### config.mk
export PLATFORM = sky130hd
export DESIGN_NAME = line_unit_channel_control
export DESIGN_NICKNAME = d
export VERILOG_FILES = /design/src/line_unit_pkg.sv /design/src/line_unit_channel_control.sv
export SDC_FILE = /design/constraint.sdc
export NUM_CORES = 1
export LEC_CHECK = 0
export BUFFER_PORTS_ARGS = -buffer_cell sky130_fd_sc_hd__buf_2
export CELL_PAD_IN_SITES_DETAIL_PLACEMENT = 0
export CELL_PAD_IN_SITES_GLOBAL_PLACEMENT = 1
export CORE_AREA = 2 2 85 168
export CTS_CLUSTER_DIAMETER = 100
export DETAILED_ROUTE_END_ITERATION = 10
export DIE_AREA = 0 0 87 170
export PLACE_DENSITY = 0.77
export SYNTH_ARGS = -nofsm -noshare
export SYNTH_HDL_FRONTEND = slang
export SYNTH_SLANG_ARGS = --single-unit
### constraint.sdc
create_clock -name clk_sys -period 4.67 [get_ports clk_sys]
set_input_delay 1.1675 -clock clk_sys [delete_from_list [all_inputs] [get_ports clk_sys]]
set_output_delay 1.1675 -clock clk_sys [all_outputs]
set_load 0.05 [all_outputs]
### src/line_unit_pkg.sv
// Package with register map, field layout and equalizer decode types for the line unit channel control
package line_unit_pkg;

  // ********************************************************************
  // Register map
  // ********************************************************************
  localparam logic [7:0] control_0_offset  = 8'h00;
  localparam logic [7:0] seg_base_offset   = 8'h08;
  localparam logic [7:0] status_offset     = 8'h04;
  localparam int         seg_count         = 8;
  localparam logic [7:0] control_0_reset   = 8'h00;
  localparam logic [7:0] seg_reset         = 8'h00;

  // ********************************************************************
  // Field positions
  // ********************************************************************
  localparam int pattern_type_bit  = 7;
  localparam int route_bit         = 6;
  localparam int receiver_on_bit   = 5;
  localparam int eq_msb            = 4;

  // ********************************************************************
  // Equalizer decode types
  // ********************************************************************
  typedef enum logic [1:0] {line_long_haul_type_v, line_short_haul_type_v, line_gain_type_v} haul_type;
  typedef enum logic [1:0] {sens_15db, sens_29db, sens_36db, sens_45db} sensitivity_type;
  typedef enum logic [1:0] {cable_tp100, cable_coax75, cable_tp120} cable_type;

  typedef struct packed {
    logic            e1_mode;
    haul_type        haul;
    sensitivity_type sensitivity;
    cable_type       cable;
    logic            arbitrary;
    logic [2:0]      build_out;   // 0..3 attenuation step or 0..4 cable length step
    logic            length_mode; // Build-out given as cable length
  } eq_setting_type;

  typedef struct packed {
    logic       pattern_type_select;
    logic       generator_output_route;
    logic       receiver_power_on;
    logic [4:0] equalizer_code;
  } control_0_type;

endpackage

### src/line_unit_channel_control.sv
// Wishbone register bank for one line unit channel: control register, equalizer decode and pulse segments
`timescale 1ns/1ps
`default_nettype none

module line_unit_channel_control
  import line_unit_pkg::*;
(
  // Clock and reset
  input  wire logic        clk_sys,
  input  wire logic        srst,
  // Wishbone slave
  input  wire logic        wb_cyc_i,
  input  wire logic        wb_stb_i,
  input  wire logic        wb_we_i,
  input  wire logic [7:0]  wb_adr_i,
  input  wire logic [3:0]  wb_sel_i,
  input  wire logic [31:0] wb_dat_i,
  output logic      [31:0] wb_dat_o,
  output logic             wb_ack_o,
  output logic             wb_err_o,
  // Pattern generator control
  input  wire logic        pattern_enable,
  output logic             pattern_type_select,
  output logic             pattern_to_line,
  output logic             pattern_to_receive,
  // Receive section power
  output logic             receiver_power_on,
  output logic             receive_power_down,
  // Equalizer setting
  output logic [4:0]       equalizer_code,
  output eq_setting_type   eq_setting,
  // Transmit pulse amplitude
  input  wire logic [2:0]  segment_index,
  output logic [7:0]       pulse_amplitude
);

  // ********************************************************************
  // Behaviour notes
  // ********************************************************************
  // Bus: a request is taken on an edge with cyc and stb high while no
  // answer is pending; ack or err follows one cycle later and stands for
  // one cycle. The master must drop stb after the ack cycle, because a
  // stb still held in the following cycle is taken as a new request.
  // Writes land on the edge that raises ack, so the new control value
  // and every output derived from it except pulse_amplitude, which follows one cycle later, show during the ack cycle.
  // Only byte lane 0 carries write data; a write with that lane off is still
  // acknowledged and leaves the register alone.
  // Unmapped offsets answer with err and change nothing.
  // The status word is read-only; writes to it are acknowledged and dropped.
  // Decoded setting and receive power state are registered from the next
  // control value, so they change on the same edge as the register.
  // Pulse amplitude trails segment_index by one clock and is held at zero
  // unless an arbitrary pulse code is selected.
  // Segment slots follow address bits 4..2, so the window 0x08..0x24
  // wraps: 0x08 is slot 2 and 0x20 is slot 0; software must use that map.
  // segment_index comes from the shaper on this clock and needs no sync.
  // pattern_enable also comes from this clock; the two route outputs are
  // plain gates on it so the generator switches in the same cycle.
  // Receive power down is the inverse of the receiver enable bit; the
  // master clock loop is outside this block and never powered down here.
  // E1 codes leave build_out at zero: the pulse template is fixed.
  // Arbitrary codes report build_out 5, one past the last cable length.

  // ********************************************************************
  // Address, control and status helpers
  // ********************************************************************
  // Segment slot from a word address, taken from address bits 4..2 alone
  function automatic logic [2:0] seg_slot(input logic [7:0] adr);
    return adr[4:2];
  endfunction

  // True for a word-aligned offset inside the segment window
  function automatic logic seg_window(input logic [7:0] adr);
    logic above_base;
    logic below_top;
    above_base = (adr >= seg_base_offset);
    below_top  = (adr < 8'(seg_base_offset + 8'(4 * seg_count)));
    return above_base && below_top && (adr[1:0] == 2'b00);
  endfunction

  // Control byte to fields
  function automatic control_0_type unpack_control(input logic [7:0] d);
    control_0_type c;
    c                        = '0;
    c.pattern_type_select    = d[pattern_type_bit];
    c.generator_output_route = d[route_bit];
    c.receiver_power_on      = d[receiver_on_bit];
    c.equalizer_code         = d[eq_msb:0];
    return c;
  endfunction

  // Fields back to the control byte for reads
  function automatic logic [7:0] pack_control(input control_0_type c);
    logic [7:0] d;
    d                   = 8'h00;
    d[pattern_type_bit] = c.pattern_type_select;
    d[route_bit]        = c.generator_output_route;
    d[receiver_on_bit]  = c.receiver_power_on;
    d[eq_msb:0]         = c.equalizer_code;
    return d;
  endfunction

  // Read-only status word: decoded equalizer setting and receive power state
  function automatic logic [31:0] pack_status(input eq_setting_type s, input logic down);
    logic [31:0] w;
    w       = 32'h0000_0000;
    w[0]    = down;              // Receive section powered down
    w[3:2]  = 2'(s.cable);       // Cable type
    w[5:4]  = 2'(s.sensitivity); // Receive sensitivity
    w[7:6]  = 2'(s.haul);        // Line mode
    w[10:8] = s.build_out;       // Build-out step
    w[11]   = s.arbitrary;       // Arbitrary pulse shaping
    w[12]   = s.e1_mode;         // E1 operation
    return w;
  endfunction

  // ********************************************************************
  // Equalizer decode
  // ********************************************************************
  function automatic eq_setting_type decode_eq(input logic [4:0] code);
    eq_setting_type s;
    s = '0;
    s.cable = cable_tp100;
    s.haul = line_long_haul_type_v;
    s.sensitivity = sens_36db;
    if (code <= 5'h07) begin
      // Long haul: bit 2 picks 45 dB, bits 1..0 step the attenuation
      s.sensitivity = code[2] ? sens_45db : sens_36db;
      s.build_out = {1'b0, code[1:0]};
    end else if (code <= 5'h0D) begin
      // Short haul: cable length steps, last code is arbitrary
      s.haul = line_short_haul_type_v;
      s.sensitivity = sens_15db;
      s.arbitrary = (code == 5'h0D);
      s.length_mode = 1'b1;
      s.build_out = 3'(code - 5'h08);
    end else if (code <= 5'h13) begin
      // Gain mode with cable length steps, last code is arbitrary
      s.haul = line_gain_type_v;
      s.sensitivity = sens_29db;
      s.arbitrary = (code == 5'h13);
      s.length_mode = 1'b1;
      s.build_out = 3'(code - 5'h0E);
    end else if (code <= 5'h17) begin
      // Gain mode with attenuation steps
      s.haul = line_gain_type_v;
      s.sensitivity = sens_29db;
      s.build_out = {1'b0, code[1:0]};
    end else begin
      // E1: pairs of codes, bit 0 picks the cable
      s.e1_mode = 1'b1;
      s.cable = code[0] ? cable_tp120 : cable_coax75;
      unique case (code[2:1])
        2'd0: begin
          s.sensitivity = sens_36db;
        end
        2'd1: begin
          s.sensitivity = sens_45db;
        end
        2'd2: begin
          s.haul = line_short_haul_type_v;
          s.sensitivity = sens_15db;
        end
        2'd3: begin
          s.haul = line_gain_type_v;
          s.sensitivity = sens_29db;
        end
      endcase
    end
    return s;
  endfunction

  // ********************************************************************
  // Register state
  // ********************************************************************
  control_0_type control_0;
  control_0_type next_control_0;
  logic [7:0]    seg [seg_count];
  logic [7:0]    next_seg [seg_count];
  logic          next_ack;
  logic          next_err;
  logic [31:0]   next_dat;
  eq_setting_type next_eq_setting;
  logic          next_power_down;
  logic [7:0]    next_pulse_amplitude;

  // ********************************************************************
  // Request decode
  // ********************************************************************

  logic req;
  logic is_ctrl;
  logic is_status;
  logic is_seg;
  assign req       = wb_cyc_i && wb_stb_i && !wb_ack_o && !wb_err_o;
  assign is_ctrl   = (wb_adr_i == control_0_offset);
  assign is_status = (wb_adr_i == status_offset);
  assign is_seg    = seg_window(wb_adr_i);

  // ********************************************************************
  // Read and write path
  // ********************************************************************
  // Next register values, write takes effect on the acknowledging edge
  always_comb begin
    next_control_0 = control_0;
    for (int i = 0; i < seg_count; i++) begin
      next_seg[i] = seg[i];
    end
    next_ack = 1'b0;
    next_err = 1'b0;
    next_dat = wb_dat_o;
    if (req) begin
      next_ack = is_ctrl || is_status || is_seg;
      next_err = !(is_ctrl || is_status || is_seg);
      next_dat = 32'h0000_0000;
      if (is_ctrl) begin
        next_dat = {24'h00_0000, pack_control(control_0)};
        if (wb_we_i && wb_sel_i[0]) begin
          next_control_0 = unpack_control(wb_dat_i[7:0]);
        end
      end else if (is_status) begin
        next_dat = pack_status(eq_setting, receive_power_down);
      end else if (is_seg) begin
        next_dat = {24'h00_0000, seg[seg_slot(wb_adr_i)]};
        if (wb_we_i && wb_sel_i[0]) begin
          next_seg[seg_slot(wb_adr_i)] = wb_dat_i[7:0];
        end
      end
    end
    // Decoded setting and power state follow the next control value
    next_eq_setting = decode_eq(next_control_0.equalizer_code);
    next_power_down = !next_control_0.receiver_power_on;
  end

  // Register update with synchronous reset: zero, except decoded setting and power down, taken from the reset control value
  always_ff @(posedge clk_sys) begin
    if (srst) begin
      control_0 <= control_0_reset;
      for (int i = 0; i < seg_count; i++) begin
        seg[i] <= seg_reset;
      end
      wb_ack_o <= 1'b0;
      wb_err_o <= 1'b0;
      wb_dat_o <= 32'h0000_0000;
      eq_setting <= decode_eq(control_0_reset[4:0]);
      receive_power_down <= !control_0_reset[receiver_on_bit];
    end else begin
      control_0 <= next_control_0;
      for (int i = 0; i < seg_count; i++) begin
        seg[i] <= next_seg[i];
      end
      wb_ack_o <= next_ack;
      wb_err_o <= next_err;
      wb_dat_o <= next_dat;
      eq_setting <= next_eq_setting;
      receive_power_down <= next_power_down;
    end
  end

  // ********************************************************************
  // Outputs steered by the control register
  // ********************************************************************
  assign pattern_type_select = control_0.pattern_type_select;
  assign pattern_to_line     = pattern_enable && !control_0.generator_output_route;
  assign pattern_to_receive  = pattern_enable && control_0.generator_output_route;
  assign receiver_power_on   = control_0.receiver_power_on;
  assign equalizer_code      = control_0.equalizer_code;

  // ********************************************************************
  // Pulse amplitude
  // ********************************************************************
  // Segment amplitude drives the pulse only in arbitrary mode
  always_comb begin
    next_pulse_amplitude = eq_setting.arbitrary ? seg[segment_index] : 8'h00;
  end

  // Pulse amplitude register
  always_ff @(posedge clk_sys) begin
    if (srst) begin
      pulse_amplitude <= 8'h00;
    end else begin
      pulse_amplitude <= next_pulse_amplitude;
    end
  end

endmodule

`default_nettype wire

* After elaboration in Yosys (flattened, before gate mapping)
Memory sizes are Yosys's and may differ from the RTL's. A register that Yosys moved wholly into a read port is not among the register bits. Index checks and enable logic that the tools add are counted.
Cells by class: $add $sub $neg 2, magnitude comparators 8, equal/unequal tests 6, mux-type cells 40, bitwise operators 11, reductions and logical operators 26
Operators by type and width (count):
- 64-bit two-way mux | 5
- 8-bit two-way mux | 10
- 64-bit bitwise mux | 1
- 13-bit two-way mux | 2
- 8-bit demux with 3-bit select | 1
- 6-bit two-way mux | 3
- 5-bit less-or-equal comparator (second input constant) | 2
- 1-bit logical AND | 9
- 8-bit by 3-bit equality test with 1-bit output (second input constant) | 1
- 8-bit by 4-bit greater-or-equal comparator with 1-bit output (second input constant) | 1
- 8-bit zero test | 1
- 8-bit by 6-bit < comparator with 1-bit output (second input constant) | 1
- 2-bit two-way mux | 4
- 4-bit two-way mux | 2
- 1-bit OR | 8
- 2-bit case mux with 4 select lines | 1
- 1-bit two-way mux | 7
- 3-bit two-way mux | 2
- 2-bit OR reduction | 3
- 5-bit by 4-bit equality test with 1-bit output (second input constant) | 1
- 5-bit equality test (second input constant) | 1
- 5-bit by 3-bit less-or-equal comparator with 1-bit output (second input constant) | 1
- 5-bit by 4-bit less-or-equal comparator with 1-bit output (second input constant) | 1
- 1-bit zero test | 5
- other kinds (16) | 20
Storage, ports and cells: register bits 55, bits in writable memories 64, input port bits 53, output and inout port bits 64, memories 1
Memories:
- seg | depth 8, width 8, read ports 10, clocked after Yosys merged registers in 1, wr ports 8, RTL line line_unit_channel_control.sv:178 | logic [7:0] seg [seg_count];

* Depth between registers and ports, before layout
depth in word-level cells 12, mapped depth 12, depth with buffers taken out 10

* Worst setup path after synthesis
OpenSTA, ideal clock, no wires.
path type in2reg, from input port wb_adr_i[2], to register eq_setting[5] (netlist bit), library setup time 0.115 ns, data arrival time 3.995 ns, required time 4.555 ns, setup slack 0.560 ns, stages on the path 12, path buffers 2, cells stage by stage buf_2 -> or4_4 -> nor4_4 -> buf_4 -> mux2i_1 -> inv_1 -> ha_1 -> o211a_1 -> a32o_1 -> mux2i_1 -> nor2_1 -> and2_1
RTL lines:
- start: declaration | RTL line line_unit_channel_control.sv:15 | input wire logic [7:0] wb_adr_i,
- end signal: assignment | RTL line line_unit_channel_control.sv:245 | eq_setting <= decode_eq(control_0_reset[4:0]);
- end signal: assignment | RTL line line_unit_channel_control.sv:255 | eq_setting <= next_eq_setting;
- end: declaration | RTL line line_unit_channel_control.sv:31 | output eq_setting_type eq_setting,

* Final worst setup path
from input port wb_adr_i[1], to register eq_setting[2] (netlist bit)
On the way: longest elaborated chain between the ends 8, elaborated cells between the ends (all ways) 13, those cells by class add/sub (2); order compare (4); mux (6); reduce/logical (1)
Ends and longest elaborated chain:
- 8-bit zero test * | RTL line line_unit_channel_control.sv:196 | assign is_ctrl = (wb_adr_i == control_0_offset);
- 6-bit two-way mux * | RTL line line_unit_channel_control.sv:216 | if (is_ctrl) begin
- 6-bit two-way mux * | RTL line line_unit_channel_control.sv:212 | if (req) begin
- 5-bit less-or-equal comparator | RTL line line_unit_channel_control.sv:144 | end else if (code <= 5'h17) begin
- 2-bit two-way mux | RTL line line_unit_channel_control.sv:144
- 3-bit two-way mux | RTL line line_unit_channel_control.sv:137 | end else if (code <= 5'h13) begin
- 5-bit two-way mux | RTL line line_unit_channel_control.sv:130 | end else if (code <= 5'h0D) begin
- 2-bit two-way mux * | RTL line line_unit_channel_control.sv:126 | if (code <= 5'h07) begin
Every way passes the cells marked *; elsewhere a longest branch is shown, timed or not. A chain may end at the register's enable or synchronous reset.

==> flow_summary.yaml <==
grt:
  grt_overflow_total: 0
  grt_pass1_wl_mm: 21.9
  grt_max_degree: 52
  grt_pass1_vias: 4145
  track_usage_pct: 19.4
  antenna_found_initial: 0
timing:
  setup_viol: 0
  fin_skew_ns: 0.00862
  hold_violations: 0
  slew-limit-headroom_pct: 54.0
  period_needed_ns: 3.84
  fmax_mhz: 260
  period_share_pct: 82.3
  rsz0062_at_grt: "false"
  drv_slew: 0
  tns_ns: 0
  tightest_slew_ns: 0.671
critical_path:
  crit_fanout: 5
  path_class: "in -> reg"
  critPathLaunchType: "primary input"
  cp.arrival_ns: 4.08
  critical_path_required_ns: 4.91
  critPathSlowestCell: "or4_4"
  max_stage_delay_ns: 0.58
  crit_chain: "buf_2, or4_4, nor4_4, mux2_2, inv_1, ha_1, and3b_1, o21ai_0, mux2i_1, nor2_1, a32o_1"
  cp-end-kind: "flop"
run:
  drv_cap: 0
logic_synthesis:
  yosys.cell_types.count: 57
  synth_edf_count: 0
  synth_seq_cells: 108
  synth_flop_cell: "dfxtp_1"
  syn_avg_cell_area_um2: 10.5
  synthArstFlopShare_pct: 0
  synthesis.area_um2: 5560
  seq_area_frac_synth_pct: 38.9
  synthCells: 531
  yosys_warnings: 0
final_layout:
  final.fill_count: 1267
  diodes: 0
  fin_cells: 734
  synthToLayoutAreaGrowth_pct: 10.6
  num-nets-final: 632
  drive_gt1_share_pct: 25.6
route:
  vias: 4031
  drc: 0
  detail-route-antenna-nets: 0
  wirelength_mm: 13.8
  drt_pass1_iterations: 4
  vias_per_cell: 5.49
  drtIter0Drc: 247
  wire_per_inst_um: 18.8
cts:
  ctsHoldBuffers: 0
  cts_tree: "done"
  postCtsSetupRepairBufs: 0
  cts_resized: 0
  clock-root-buffer: "clkbuf_16"
  cts_sinks: 108
  cts.clk_slew.worst_paths_ns: 0.07
  clkLatencyLatePin_ns: 0.35
  cts_buffer_depth: 2
  htreeDepth: 3
  cts_made_buffers: 9
floorplan:
  die_height_um: 170
  dieArea_um2: 14800
  core_um2: 13400
  num_rows: 60
  die_width_um: 87
  initial_utilization_pct: 41.4
  top_level_ports: 117
outcome:
  status: "complete, no violations"
placement:
  io_buffers: 70
  place_congestion: 0.843
  dp_hpwl_mm: 10.2
  dp.cells: 718
power_and_ir_drop:
  vdd_drop_max_mv: 0.158
  p_leak_nw: 2.62
  power_density_nw_per_um2: 310
worst_hold_path:
  min_path_type: "reg -> reg"
sequential cells by signal, summed over array words and instances, names as in the netlist:
signal               count
control_0                1
eq_setting              12
equalizer_code           5
pattern_type_select      1
pulse_amplitude          8
receive_power_down       1
receiver_power_on        1
seg                     64
wb_ack_o                 1
wb_dat_o                13
wb_err_o                 1
cell usage after synthesis (2+ instances only):
master	number	area [um2]
nand4_2	2	25.0
o311ai_0	2	17.5
buf_1	6	22.5
o21a_1	9	67.6
buf_6	9	101
and2_1	3	18.8
or3_1	3	18.8
o21ai_0	5	25.0
mux2i_1	88	881
a21o_1	2	15.0
nor2_1	99	372
a21oi_1	6	30.0
nor3_1	14	70.1
dfxtp_1	108	2160
and4_2	2	20.0
nand2_1	14	52.6
clkbuf_1	17	63.8
and3b_1	2	17.5
nand3_1	6	30.0
a32o_1	2	20.0
mux4_2	32	721
a221oi_1	8	70.1
nor2b_1	2	12.5
nand3b_1	2	15.0
nand4b_1	2	17.5
a31oi_1	4	25.0
or4_4	2	22.5
o21bai_1	2	15.0
o211ai_1	2	15.0
buf_2	9	45.0
ha_1	5	62.6
buf_4	29	218
inv_1	9	33.8
cells by family after synthesis:
kind of cell	Yosys count	share of synthesized area [%]
simple gates	165	14.8
flops	108	38.9
compound gates	52	7.43
fa+ha+maj	5	1.13
buf+inv	79	8.71
other cells	1	0.0674
mux	121	29.0
critical path, delay by kind of cell:
kind            cells  cell delay [ns]
mux                 2             0.78
compound gates      2             0.37
simple gates        4             1.27
fa+ha+maj           1             0.26
buf+inv             2             0.21
final timing paths:
path,from,to,slack (ns),cells after the start
worst max-delay path,wb_adr_i[1],eq_setting[2]$_SDFF_PP0_,0.83,11
worst min-delay path,wb_dat_o[10]$_SDFFE_PP0N_,wb_dat_o[10]$_SDFFE_PP0N_,0.45,2
worst max register to register,wb_err_o$_SDFF_PP0_,eq_setting[2]$_SDFF_PP0_,1.66,10
worst min register to register,wb_dat_o[10]$_SDFFE_PP0N_,wb_dat_o[10]$_SDFFE_PP0N_,0.45,2
stage by stage:
step	total power, mW	setup slack, ns	utilization (%)	hold WS [ns]	instance area [um2]
6_report	1.91	0.825	45.8	0.449	6150
5_1_grt	1.98	0.640	45.8	0.473	6150
4_1_cts	1.93	0.818	45.8	0.451	6150
3_5_place_dp	1.12	0.443	43.4	0.442	5830
3_3_place_gp	1.11	0.539	43.4	0.437	5830
2_1_floorplan	1.09	0.560	-	0.472	5630
placed cells by master, fill, tap and decap left out, types with 8 or more instances in the layout:
cell,n
dfxtp_1,108
nor2_1,99
mux2i_1,88
buf_2,70
mux4_2,32
conb_1,19
nand2_1,14
nor3_1,14
buf_4,14
inv_1,9
o21a_1,9
clkbuf_16,9
a221oi_1,8
power breakdown:
group          total [mW]  internal (mW)  leakage, nW  switching (mW)
Sequential          0.927          0.925        0.871         0.00243
Combinational       0.166         0.0411         1.60           0.125
Clock               0.816          0.473        0.152           0.343
final cells by class:
type,count,area (um2),area share (%)
Clock buffer,9,225,3.66
Inverter,9,33.8,0.549
Sequential cell,108,2160,35.2
Timing Repair Buffer,84,455,7.41
Multi-Input combinational cell,362,2980,48.5
Tap cell,155,194,3.15
Clock inverter,7,97.6,1.59
metal layers:
metal | vias to the layer above | wire length (um) | GRT usage (%)
met4 | 0 | 465 | 9.44
met5 | - | 0 | 0
met1 | 1956 | 4760 | 19.9
met2 | 104 | 8140 | 36.5
met3 | 26 | 408 | 3.01
li1 | 1945 | - | -
Note: power is estimated with default switching activity, not from simulation.
